$ cat config.mk
export PLATFORM = sky130hd
export DESIGN_NAME = aimx_top
export DESIGN_NICKNAME = d
export VERILOG_FILES = /design/src/rtl/aimx_pkg.sv /design/src/rtl/aimx_top.sv /design/src/rtl/aimx_decode.sv
export SDC_FILE = /design/constraint.sdc
export NUM_CORES = 1
export LEC_CHECK = 0
export BUFFER_PORTS_ARGS = -buffer_cell sky130_fd_sc_hd__buf_2
export CORE_MARGIN = 5
export CORE_UTILIZATION = 45
export DETAILED_ROUTE_END_ITERATION = 16
export GPL_TIMING_DRIVEN = 0
export MAX_ROUTING_LAYER = met4
export PLACE_DENSITY = 0.74
export SLEW_MARGIN = 20
export SYNTH_ARGS = -nofsm -noshare
export SYNTH_HDL_FRONTEND = slang
export SYNTH_SLANG_ARGS = --single-unit
$ cat constraint.sdc
create_clock -name pclk -period 2.93 [get_ports pclk]
set_input_delay 0.293 -clock pclk [delete_from_list [all_inputs] [get_ports pclk]]
set_output_delay 0.293 -clock pclk [all_outputs]
set_load 0.01 [all_outputs]
$ cat src/rtl/aimx_pkg.sv
package aimx_pkg;

  // ****************************************************************
  // register map (byte addresses, one aligned word each)
  // ****************************************************************
  localparam logic [11:0] INPUT_SELECT_ADDR = 12'h000;  // adc_input_select
  localparam logic [11:0] PIN_CONFIG_ADDR   = 12'h004;  // adc_pin_analog_config_low

  // ****************************************************************
  // field positions
  // ****************************************************************
  localparam int FIRST_MUX_SETTING_POS_LSB = 0;   // first_mux_setting_positive_select 4:0
  localparam int FIRST_MUX_SETTING_NEG_BIT = 7;   // first_mux_setting_negative_select
  localparam int SECOND_MUX_SETTING_POS_LSB = 8;   // second_mux_setting_positive_select 12:8
  localparam int SECOND_MUX_SETTING_NEG_BIT = 15;  // second_mux_setting negative select

  // writable bits of the input select register
  localparam logic [15:0] INPUT_SELECT_MASK = 16'h9f9f;

  // reset values
  localparam logic [15:0] INPUT_SELECT_RESET = 16'h0000;
  localparam logic [15:0] PIN_CONFIG_RESET   = 16'h0000;

  // ****************************************************************
  // positive select codes
  // ****************************************************************
  localparam logic [4:0] CODE_LAST_EXTERNAL = 5'h0f;  // analog_input_15
  localparam logic [4:0] CODE_HALF_BAND_GAP = 5'h10;  // half_band_gap_reference
  localparam logic [4:0] CODE_BAND_GAP      = 5'h11;  // band_gap_reference

  // decoded positive and negative source of one mux setting
  typedef struct packed {
    logic [15:0] ext_onehot;  // one-hot external input select
    logic        half_gap;    // half band gap selected
    logic        band_gap;    // full band gap selected
    logic        neg_an1;     // negative input is analog input 1
    logic        neg_ref;     // negative input is negative reference
  } aimx_route_t;

endpackage

$ cat src/rtl/aimx_top.sv
// Local design decisions: the register offsets and the APB interface to the registers.
`timescale 1ns/1ps
module aimx_top (
  input  wire logic               pclk,
  input  wire logic               presetn,
  input  wire logic               psel,
  input  wire logic               penable,
  input  wire logic               pwrite,
  input  wire logic [11:0]        paddr,
  input  wire logic [31:0]        pwdata,
  output logic      [31:0]        prdata,
  output logic                    pready,
  output logic                    pslverr,
  output aimx_pkg::aimx_route_t   first_mux_setting_route,
  output aimx_pkg::aimx_route_t   second_mux_setting_route,
  output logic      [15:0]        pin_port_read_enable,
  output logic      [15:0]        pin_analog_sample_enable
);

  // ****************************************************************
  // registers
  // ****************************************************************
  logic [15:0] input_select;       // adc_input_select
  logic [15:0] pin_config;         // adc_pin_analog_config_low
  logic        wr_en;              // write strobe in access phase
  logic        addr_hit;           // address maps to a register

  // ****************************************************************
  // apb slave, zero wait states
  // ****************************************************************
  assign pready   = 1'b1;
  assign addr_hit = (paddr == aimx_pkg::INPUT_SELECT_ADDR) || (paddr == aimx_pkg::PIN_CONFIG_ADDR);
  assign pslverr  = psel && penable && !addr_hit;  // unmapped address
  assign wr_en    = psel && penable && pwrite;

  // input select register; unimplemented bits stay zero
  always_ff @(posedge pclk or negedge presetn) begin
    if (!presetn) begin
      input_select <= aimx_pkg::INPUT_SELECT_RESET;
    end else if (wr_en && paddr == aimx_pkg::INPUT_SELECT_ADDR) begin
      input_select <= pwdata[15:0] & aimx_pkg::INPUT_SELECT_MASK;
    end
  end

  // pin configuration register
  always_ff @(posedge pclk or negedge presetn) begin
    if (!presetn) begin
      pin_config <= aimx_pkg::PIN_CONFIG_RESET;  // analog after reset
    end else if (wr_en && paddr == aimx_pkg::PIN_CONFIG_ADDR) begin
      pin_config <= pwdata[15:0];
    end
  end

  // read data registered in the setup phase, valid in access
  always_ff @(posedge pclk or negedge presetn) begin
    if (!presetn) begin
      prdata <= 32'h0000_0000;
    end else if (psel && !penable && !pwrite) begin
      case (paddr)
        aimx_pkg::INPUT_SELECT_ADDR: prdata <= {16'h0000, input_select};
        aimx_pkg::PIN_CONFIG_ADDR:   prdata <= {16'h0000, pin_config};
        default:                     prdata <= 32'h0000_0000;
      endcase
    end
  end

  // ****************************************************************
  // pin mode outputs
  // ****************************************************************
  always_ff @(posedge pclk or negedge presetn) begin
    if (!presetn) begin
      pin_port_read_enable     <= 16'h0000;
      pin_analog_sample_enable <= 16'hffff;
    end else begin
      pin_port_read_enable     <= pin_config;
      pin_analog_sample_enable <= ~pin_config;
    end
  end

  // ****************************************************************
  // multiplexer decoders
  // ****************************************************************
  aimx_decode u_dec_a (
    .pclk     (pclk),
    .presetn  (presetn),
    .pos_code (input_select[aimx_pkg::FIRST_MUX_SETTING_POS_LSB +: 5]),
    .neg_sel  (input_select[aimx_pkg::FIRST_MUX_SETTING_NEG_BIT]),
    .route    (first_mux_setting_route)
  );

  aimx_decode u_dec_b (
    .pclk     (pclk),
    .presetn  (presetn),
    .pos_code (input_select[aimx_pkg::SECOND_MUX_SETTING_POS_LSB +: 5]),
    .neg_sel  (input_select[aimx_pkg::SECOND_MUX_SETTING_NEG_BIT]),
    .route    (second_mux_setting_route)
  );

  // ****************************************************************
  // checks
  // ****************************************************************
  // route checks start one edge after reset release: the decoders load at that edge
  a_band_gap_b: assert property (@(posedge pclk) disable iff (!presetn)
    presetn && input_select[12:8] == 5'h11 |=> second_mux_setting_route.band_gap && second_mux_setting_route.ext_onehot == 16'h0000)
    else $error("setting B band gap not routed");

  a_band_gap_a: assert property (@(posedge pclk) disable iff (!presetn)
    presetn && input_select[4:0] == 5'h11 |=> first_mux_setting_route.band_gap && !first_mux_setting_route.half_gap)
    else $error("setting A band gap not routed");

  a_half_gap: assert property (@(posedge pclk) disable iff (!presetn)
    presetn && input_select[4:0] == 5'h10 |=> first_mux_setting_route.half_gap && !first_mux_setting_route.band_gap)
    else $error("half band gap not routed");

  a_half_gap_b: assert property (@(posedge pclk) disable iff (!presetn)
    presetn && input_select[12:8] == 5'h10 |=> second_mux_setting_route.half_gap && second_mux_setting_route.ext_onehot == 16'h0000)
    else $error("setting B half band gap not routed");

  a_input_fifteen: assert property (@(posedge pclk) disable iff (!presetn)
    presetn && input_select[12:8] == 5'h0f |=> second_mux_setting_route.ext_onehot == 16'h8000)
    else $error("input 15 not routed");

  a_fifteen_a: assert property (@(posedge pclk) disable iff (!presetn)
    presetn && input_select[4:0] == 5'h0f |=> first_mux_setting_route.ext_onehot == 16'h8000)
    else $error("setting A input 15 not routed");

  a_input_onehot: assert property (@(posedge pclk) disable iff (!presetn)
    presetn && input_select[4] == 1'b0 |=> first_mux_setting_route.ext_onehot == (16'h0001 << $past(input_select[3:0])))
    else $error("external input index mismatch");

  a_onehot_b: assert property (@(posedge pclk) disable iff (!presetn)
    presetn && input_select[12] == 1'b0 |=> second_mux_setting_route.ext_onehot == (16'h0001 << $past(input_select[11:8])))
    else $error("setting B external index mismatch");

  a_input_four: assert property (@(posedge pclk) disable iff (!presetn)
    presetn && input_select[4:0] == 5'h04 |=> first_mux_setting_route.ext_onehot == 16'h0010)
    else $error("input 4 not routed");

  a_input_three: assert property (@(posedge pclk) disable iff (!presetn)
    presetn && input_select[4:0] == 5'h03 |=> first_mux_setting_route.ext_onehot == 16'h0008)
    else $error("input 3 not routed");

  a_three_b: assert property (@(posedge pclk) disable iff (!presetn)
    presetn && input_select[12:8] == 5'h03 |=> second_mux_setting_route.ext_onehot == 16'h0008)
    else $error("setting B input 3 not routed");

  a_source_a: assert property (@(posedge pclk) disable iff (!presetn)
    $onehot0({first_mux_setting_route.ext_onehot, first_mux_setting_route.half_gap, first_mux_setting_route.band_gap}))
    else $error("setting A drives two sources");

  a_source_b: assert property (@(posedge pclk) disable iff (!presetn)
    $onehot0({second_mux_setting_route.ext_onehot, second_mux_setting_route.half_gap, second_mux_setting_route.band_gap}))
    else $error("setting B drives two sources");

  // ****************************************************************
  // pin mode, negative select and unused code checks
  // ****************************************************************
  a_pin_digital: assert property (@(posedge pclk) disable iff (!presetn)
    wr_en && paddr == aimx_pkg::PIN_CONFIG_ADDR |=> ##1 pin_port_read_enable == $past(pwdata[15:0], 2))
    else $error("digital pin mode not applied");

  a_port_follow: assert property (@(posedge pclk) disable iff (!presetn)
    presetn |=> pin_port_read_enable == $past(pin_config))
    else $error("port read enable does not follow config");

  a_analog_follow: assert property (@(posedge pclk) disable iff (!presetn)
    presetn |=> pin_analog_sample_enable == ~$past(pin_config))
    else $error("analog sample enable does not follow config");

  a_pin_write: assert property (@(posedge pclk) disable iff (!presetn)
    wr_en && paddr == aimx_pkg::PIN_CONFIG_ADDR |=> pin_config == $past(pwdata[15:0]))
    else $error("pin config write lost");

  a_pin_analog: assert property (@(posedge pclk) disable iff (!presetn)
    (pin_analog_sample_enable & pin_port_read_enable) == 16'h0000)
    else $error("pin both analog and digital");

  a_negative_sel: assert property (@(posedge pclk) disable iff (!presetn)
    presetn && input_select[7] |=> first_mux_setting_route.neg_an1 && !first_mux_setting_route.neg_ref)
    else $error("setting A negative select wrong");

  a_neg_ref_a: assert property (@(posedge pclk) disable iff (!presetn)
    presetn && !input_select[7] |=> first_mux_setting_route.neg_ref && !first_mux_setting_route.neg_an1)
    else $error("setting A negative reference not routed");

  a_neg_b: assert property (@(posedge pclk) disable iff (!presetn)
    presetn |=> second_mux_setting_route.neg_an1 == $past(input_select[15]) && second_mux_setting_route.neg_ref != second_mux_setting_route.neg_an1)
    else $error("setting B negative select wrong");

  a_unused_code: assert property (@(posedge pclk) disable iff (!presetn)
    presetn && input_select[4:0] > 5'h11 |=> first_mux_setting_route.ext_onehot == 16'h0000 && !first_mux_setting_route.band_gap
      && !first_mux_setting_route.half_gap)
    else $error("unused code selects a source");

  a_unused_b: assert property (@(posedge pclk) disable iff (!presetn)
    presetn && input_select[12:8] > 5'h11 |=> second_mux_setting_route.ext_onehot == 16'h0000 && !second_mux_setting_route.band_gap
      && !second_mux_setting_route.half_gap)
    else $error("setting B unused code selects a source");

  // ****************************************************************
  // bus checks
  // ****************************************************************
  a_mask_write: assert property (@(posedge pclk) disable iff (!presetn)
    wr_en && paddr == aimx_pkg::INPUT_SELECT_ADDR |=> input_select == ($past(pwdata[15:0]) & aimx_pkg::INPUT_SELECT_MASK))
    else $error("input select write wrong");

  a_unimpl_zero: assert property (@(posedge pclk) disable iff (!presetn)
    (input_select & ~aimx_pkg::INPUT_SELECT_MASK) == 16'h0000)
    else $error("unimplemented select bits set");

  a_read_select: assert property (@(posedge pclk) disable iff (!presetn)
    psel && !penable && !pwrite && paddr == aimx_pkg::INPUT_SELECT_ADDR |=> prdata == {16'h0000, $past(input_select)})
    else $error("input select read data wrong");

  a_read_pin: assert property (@(posedge pclk) disable iff (!presetn)
    psel && !penable && !pwrite && paddr == aimx_pkg::PIN_CONFIG_ADDR |=> prdata == {16'h0000, $past(pin_config)})
    else $error("pin config read data wrong");

  a_unmapped_kept: assert property (@(posedge pclk) disable iff (!presetn)
    wr_en && !addr_hit |=> pin_config == $past(pin_config) && input_select == $past(input_select))
    else $error("unmapped write changed a register");

endmodule

$ cat src/rtl/aimx_decode.sv
`timescale 1ns/1ps
// registered decoder of one multiplexer setting
module aimx_decode (
  input  wire logic               pclk,
  input  wire logic               presetn,
  input  wire logic [4:0]         pos_code,
  input  wire logic               neg_sel,
  output aimx_pkg::aimx_route_t   route
);

  // ****************************************************************
  // code to route decode
  // ****************************************************************
  function automatic aimx_pkg::aimx_route_t decode(input logic [4:0] code, input logic neg);
    aimx_pkg::aimx_route_t r;
    r = '0;
    if (code <= aimx_pkg::CODE_LAST_EXTERNAL) begin
      r.ext_onehot = 16'h0001 << code[3:0];  // index equals code
    end
    r.half_gap = (code == aimx_pkg::CODE_HALF_BAND_GAP);
    r.band_gap = (code == aimx_pkg::CODE_BAND_GAP);
    r.neg_an1  = neg;
    r.neg_ref  = !neg;
    return r;
  endfunction

  // route held in flip-flops; unused codes select nothing
  always_ff @(posedge pclk or negedge presetn) begin
    if (!presetn) begin
      route <= '0;
    end else begin
      route <= decode(pos_code, neg_sel);
    end
  end

endmodule

# After elaboration in Yosys (flattened, before gate mapping)
# Index checks and enable logic that the tools add are counted.
# classes
order_cmp,2
eq_ne,5
n_shift,2
n_mux,3
n_bitwise,1
reduce_logical,14
# ops
cell,n
$mux W16,2
$pmux W16 S2,1
$shl A1 B4 Y16 const A,2
$eq A5 B5 Y1 const B,4
$not A16 Y16,1
$eq A12 B3 Y1 const B,1
$logic_not A12 Y1,1
$le A5 B4 Y1 const B,2
$logic_and A1 B1 Y1,7
$logic_not A1 Y1,5
$logic_or A1 B1 Y1,1
# totals
regBits,132
input_bits,49
output_inout_bits,106

# Logic depth before layout (Yosys ltp)
# depth
ltp_word,4
depth_mapped,5
mapped_depth_nobuf,3

# Modules after synthesis
# A second synthesis with hierarchy kept.
# hier_totals
hier_cells,298
hier_area_um2,4236.6
# modules_own_cells
mod,instances,cells_per_inst,area_each_um2,seq_area_each_um2
aimx_top,1,200,2900.3,1921.8
aimx_decode,2,49,668.1,500.5

# Worst setup path before layout
# No wires, ideal clock.
# synth_timing
kind,input-to-reg
from,input port paddr[5]
to,register pin_config[10]
setup_ns,0.125
arrival_ns,1.917
t_required_ns,2.805
setup_slack_ns,0.888
cell_stages,5
n_path_buf,2
cell_sequence,or4_4 > buf_6 > nor4_4 > buf_6 > mux2_4
# synth_between
elab_chain_len,2
# synth_rtl
element,line,rtl
start: declaration,aimx_top.sv:9,"input wire logic [11:0] paddr,"
$eq A12 B3 Y1,aimx_top.sv:49,end else if (wr_en && paddr == aimx_pkg::PIN_CONFIG_ADDR) begin
$logic_and A1 B1 Y1,aimx_top.sv:49,
end signal: assignment,aimx_top.sv:48,pin_config <= aimx_pkg::PIN_CONFIG_RESET;
end signal: assignment,aimx_top.sv:50,pin_config <= pwdata[15:0];
end: declaration,aimx_top.sv:24,logic [15:0] pin_config;
# Every way passes these cells.
# A chain may end at the register's enable or synchronous reset.

# Final worst setup path
# layout_timing
from,input port paddr[5]
to,register pin_config[9]
# Same word-level chain as after synthesis.

==> key figures <==
Drt
  • Detail Route Antenna Nets: 0
  • Via density: 4.668
  • DR iter-0 viols: 105
  • DRT Wirelength: 8883 um
  • Top Metal Used: met4
  • Remaining DRCs: 0
  • Pre-antenna DRT Iters: 4
  • WL met3: 560 um
  • Vias: 2726
  • Met2 WL: 4306 um
  • Wl on met1: 3888 um
  • Routed WL per cell: 15.21 um

Floorplanning
  • I/O pin count: 155
  • # rows: 35
  • Full die area: 11320 sq um
  • Initial Util: 45.67%
  • DIE WIDTH: 106.4 um
  • Chip height: 106.4 um
  • Core Area: 9153 sq um

Power and ir drop
  • P_sw: 815.1 uW
  • VDD IR-drop max: 0.3744 mV
  • Combinational share of power: 3.1%
  • Static leakage: 2.926 nW
  • Int Power: 2.870 mW
  • Sw frac: 22.12%
  • Register share of total power: 43.6%
  • Clk pwr share: 53.3%
  • Pwr Density: 655.6 nW/um^2

Cells and area
  • Area of the multi-input gates: 1045 sq um
  • Register area: 2923 sq um
  • Fin util: 61.42%
  • Design area: 5622 sq um
  • Area delta synth->final: 34.48%
  • Fraction of layout instances using a drive strength above 1: 47.57%
  • Fillers: 735
  • Nets@finish: 509
  • # diodes: 0

Worst setup path
  • CP endpoint: pin_config[9]
  • Register-to-Register Path Depth: 2
  • Crit Path Max Fanout: 10
  • CP Launch Point: paddr[5]
  • Slack of the worst reg-to-reg path: 1.68 ns
  • Kind of critical path: in2reg
  • Reg2reg end: u_dec_a.route[8]
  • Critical path endpoint category: flop
  • Critical path launch point type: input pin
  • Worst R2R Start: input_select[4]
  • Data arrival, critical path: 2.25 ns
  • Req. time, crit path: 3.31 ns

Synth
  • Synthesis Warnings: 0
  • Cell Area, Synth: 4180 sq um
  • Mean Syn Cell Area: 13.89 sq um
  • Number of synthesized flops with an enable pin: 0
  • Register area share after synthesis: 69.92%
  • Ys async rst share: 100.0%
  • Number of cells produced by synthesis: 301
  • Ys flop type: dfrtp_1
  • Yosys cell types: 29
  • Yosys reg bits: 116

CTS
  • H-tree levels: 4
  • Worst-path clk slew: 0.05 ns
  • Clock Sinks: 116
  • Clock Root Buffer: clkbuf_8
  • Clock buffer depth: 2
  • Resize count post-CTS: 0
  • Worst-Skew Late Latency: 0.50 ns
  • TritonCTS clock tree: yes
  • Total CTS buffers: 17

Place
  • Cell Area, Placed: 5010 sq um
  • DP Wirelength: 6081 um
  • PortBufs: 120
  • Global placement routability congestion: 0.7183

Status
  • Outcome: completed

Global route
  • Overall Global Routing Usage: 17.38%
  • Vias in the first global route: 2946
  • First-pass GRT wire length: 14830 um
  • Initial antenna violation count: 0
  • Pin count of the biggest net entering global routing: 67
  • Grt total ovfl: 0

STA
  • Clock Skew: 0.005799 ns
  • Setup TNS: 0 ns
  • WHS: 0.02793 ns
  • RSZ-0062 raised after global routing: no
  • Final hold violation count: 0
  • Max-slew headroom: 50.18%
  • Least-Margin Pin Slew: 0.7474 ns
  • Final worst path period share: 63.88%
  • Achievable frequency: 0.5343 GHz
  • Fin. max-slew vios: 0
  • Final setup vio count: 0
  • Tmin final: 1.872 ns

Flow run
  • Maxcap violations: 0

Min path
  • Worst hold-check path type: in2reg
layout by cell type (no fill, tap or decap), drive strengths merged, types with 10 or more instances in the layout:
cell type	count
buf	143
dfrtp	100
nor2	29
mux2	28
clkbuf	27
inv	21
nand2	17
conb	17
dfstp	16
mux2i	12
o21ai	12
nor3	10
state kept, by name, summed over array words and instances, names as in the netlist:
signal                    flops
prdata                       16
pin_config                   16
input_select                 12
u_dec_a.route                20
pin_analog_sample_enable     16
pin_port_read_enable         16
u_dec_b.route                20
worst min-delay path by stage:
| stage | from | end | slack [ns] | cells past startpoint |
|---|---|---|---|---|
| 2_1_floorplan | presetn | input_select[0] | -0.003 | 0 |
| 3_3_place_gp | pin_config[1] | pin_port_read_enable[1] | 0.41 | 0 |
| 3_5_place_dp | presetn | u_dec_a.route[19] | 0.27 | 1 |
| 4_1_cts | pwdata[6] | pin_config[6] | 0.006 | 2 |
| 5_1_grt | pwdata[15] | pin_config[15] | 0.02 | 2 |
| 6_report | pwdata[6] | pin_config[6] | 0.03 | 2 |
worst max-delay path, stage by stage:
cell and delay [ns]:
buf_2 0.09, or4_4 0.52, buf_6 0.15, nor4_4 0.59
buf_6 0.28, mux2_4 0.32
logic make-up after synthesis:
family,share of synthesized area (%)
other,0.1797
AOI/OAI and AO/OA,2.634
muxes,11.31
DFF,69.92
buffers and inverters,6.435
and+or+nand+nor,9.518
synth_stat cells, drive strengths merged, types with 4 or more instances:
| master | number | area share (%) |
|---|---|---|
| dfrtp | 100 | 60 |
| o21ai | 12 | 1.4 |
| or3b | 4 | 0.84 |
| inv | 18 | 1.6 |
| mux2i | 12 | 2.9 |
| mux2 | 28 | 8.4 |
| buf | 22 | 4.0 |
| nor3 | 10 | 1.2 |
| nand2 | 17 | 1.5 |
| nand2b | 4 | 0.60 |
| dfstp | 16 | 10 |
| clkbuf | 9 | 0.81 |
| nor2 | 29 | 2.6 |
| a32o | 4 | 0.96 |
cell type report:
cell class | count | share of cell area, %
plain buffers | 31 | 3.583
flip-flops and latches | 116 | 51.99
well taps | 111 | 2.471
multi-input cells | 151 | 18.58
inverters | 18 | 1.202
clock buffers | 18 | 7.434
clock inverters | 14 | 2.738
repair buffers | 125 | 12.00
per-layer routing:
| layer | vias to the layer above | global-route usage (%) |
|---|---|---|
| met5 | - | - |
| met4 | 0 | 6.660 |
| met3 | 11 | 4.432 |
| met2 | 101 | 26.92 |
| met1 | 1331 | 22.14 |
| li1 | 1283 | - |
what timing repair did:
| action | CTS | global route |
|---|---|---|
| buffers inserted | 0 | 0 |
| setup endpoints to repair | 0 | 0 |
| hold buffers | 4 | 0 |
| hold endpoints to repair | 46 | 0 |
power groups by stage:
stage                     sequential, mW  combinational, mW  clock (mW)
final                               1.61              0.116        1.96
after global routing                1.61              0.131        2.08
after CTS                           1.61              0.117        2.01
after detailed placement            1.63              0.112           0
after global placement              1.63              0.104           0
after floorplan                     1.63             0.0454           0
stage by stage:
step / instances / worst slack [ns] / power (mW)
4_1_cts: 584 / 1.028 / 3.733
2_1_floorplan: 316 / 0.8878 / 1.680
5_1_grt: 584 / 0.9631 / 3.817
3_5_place_dp: 548 / 0.4990 / 1.746
3_3_place_gp: 547 / 0.3634 / 1.738
6_report: 584 / 1.058 / 3.686
Note: power is estimated with default switching activity, not from simulation.
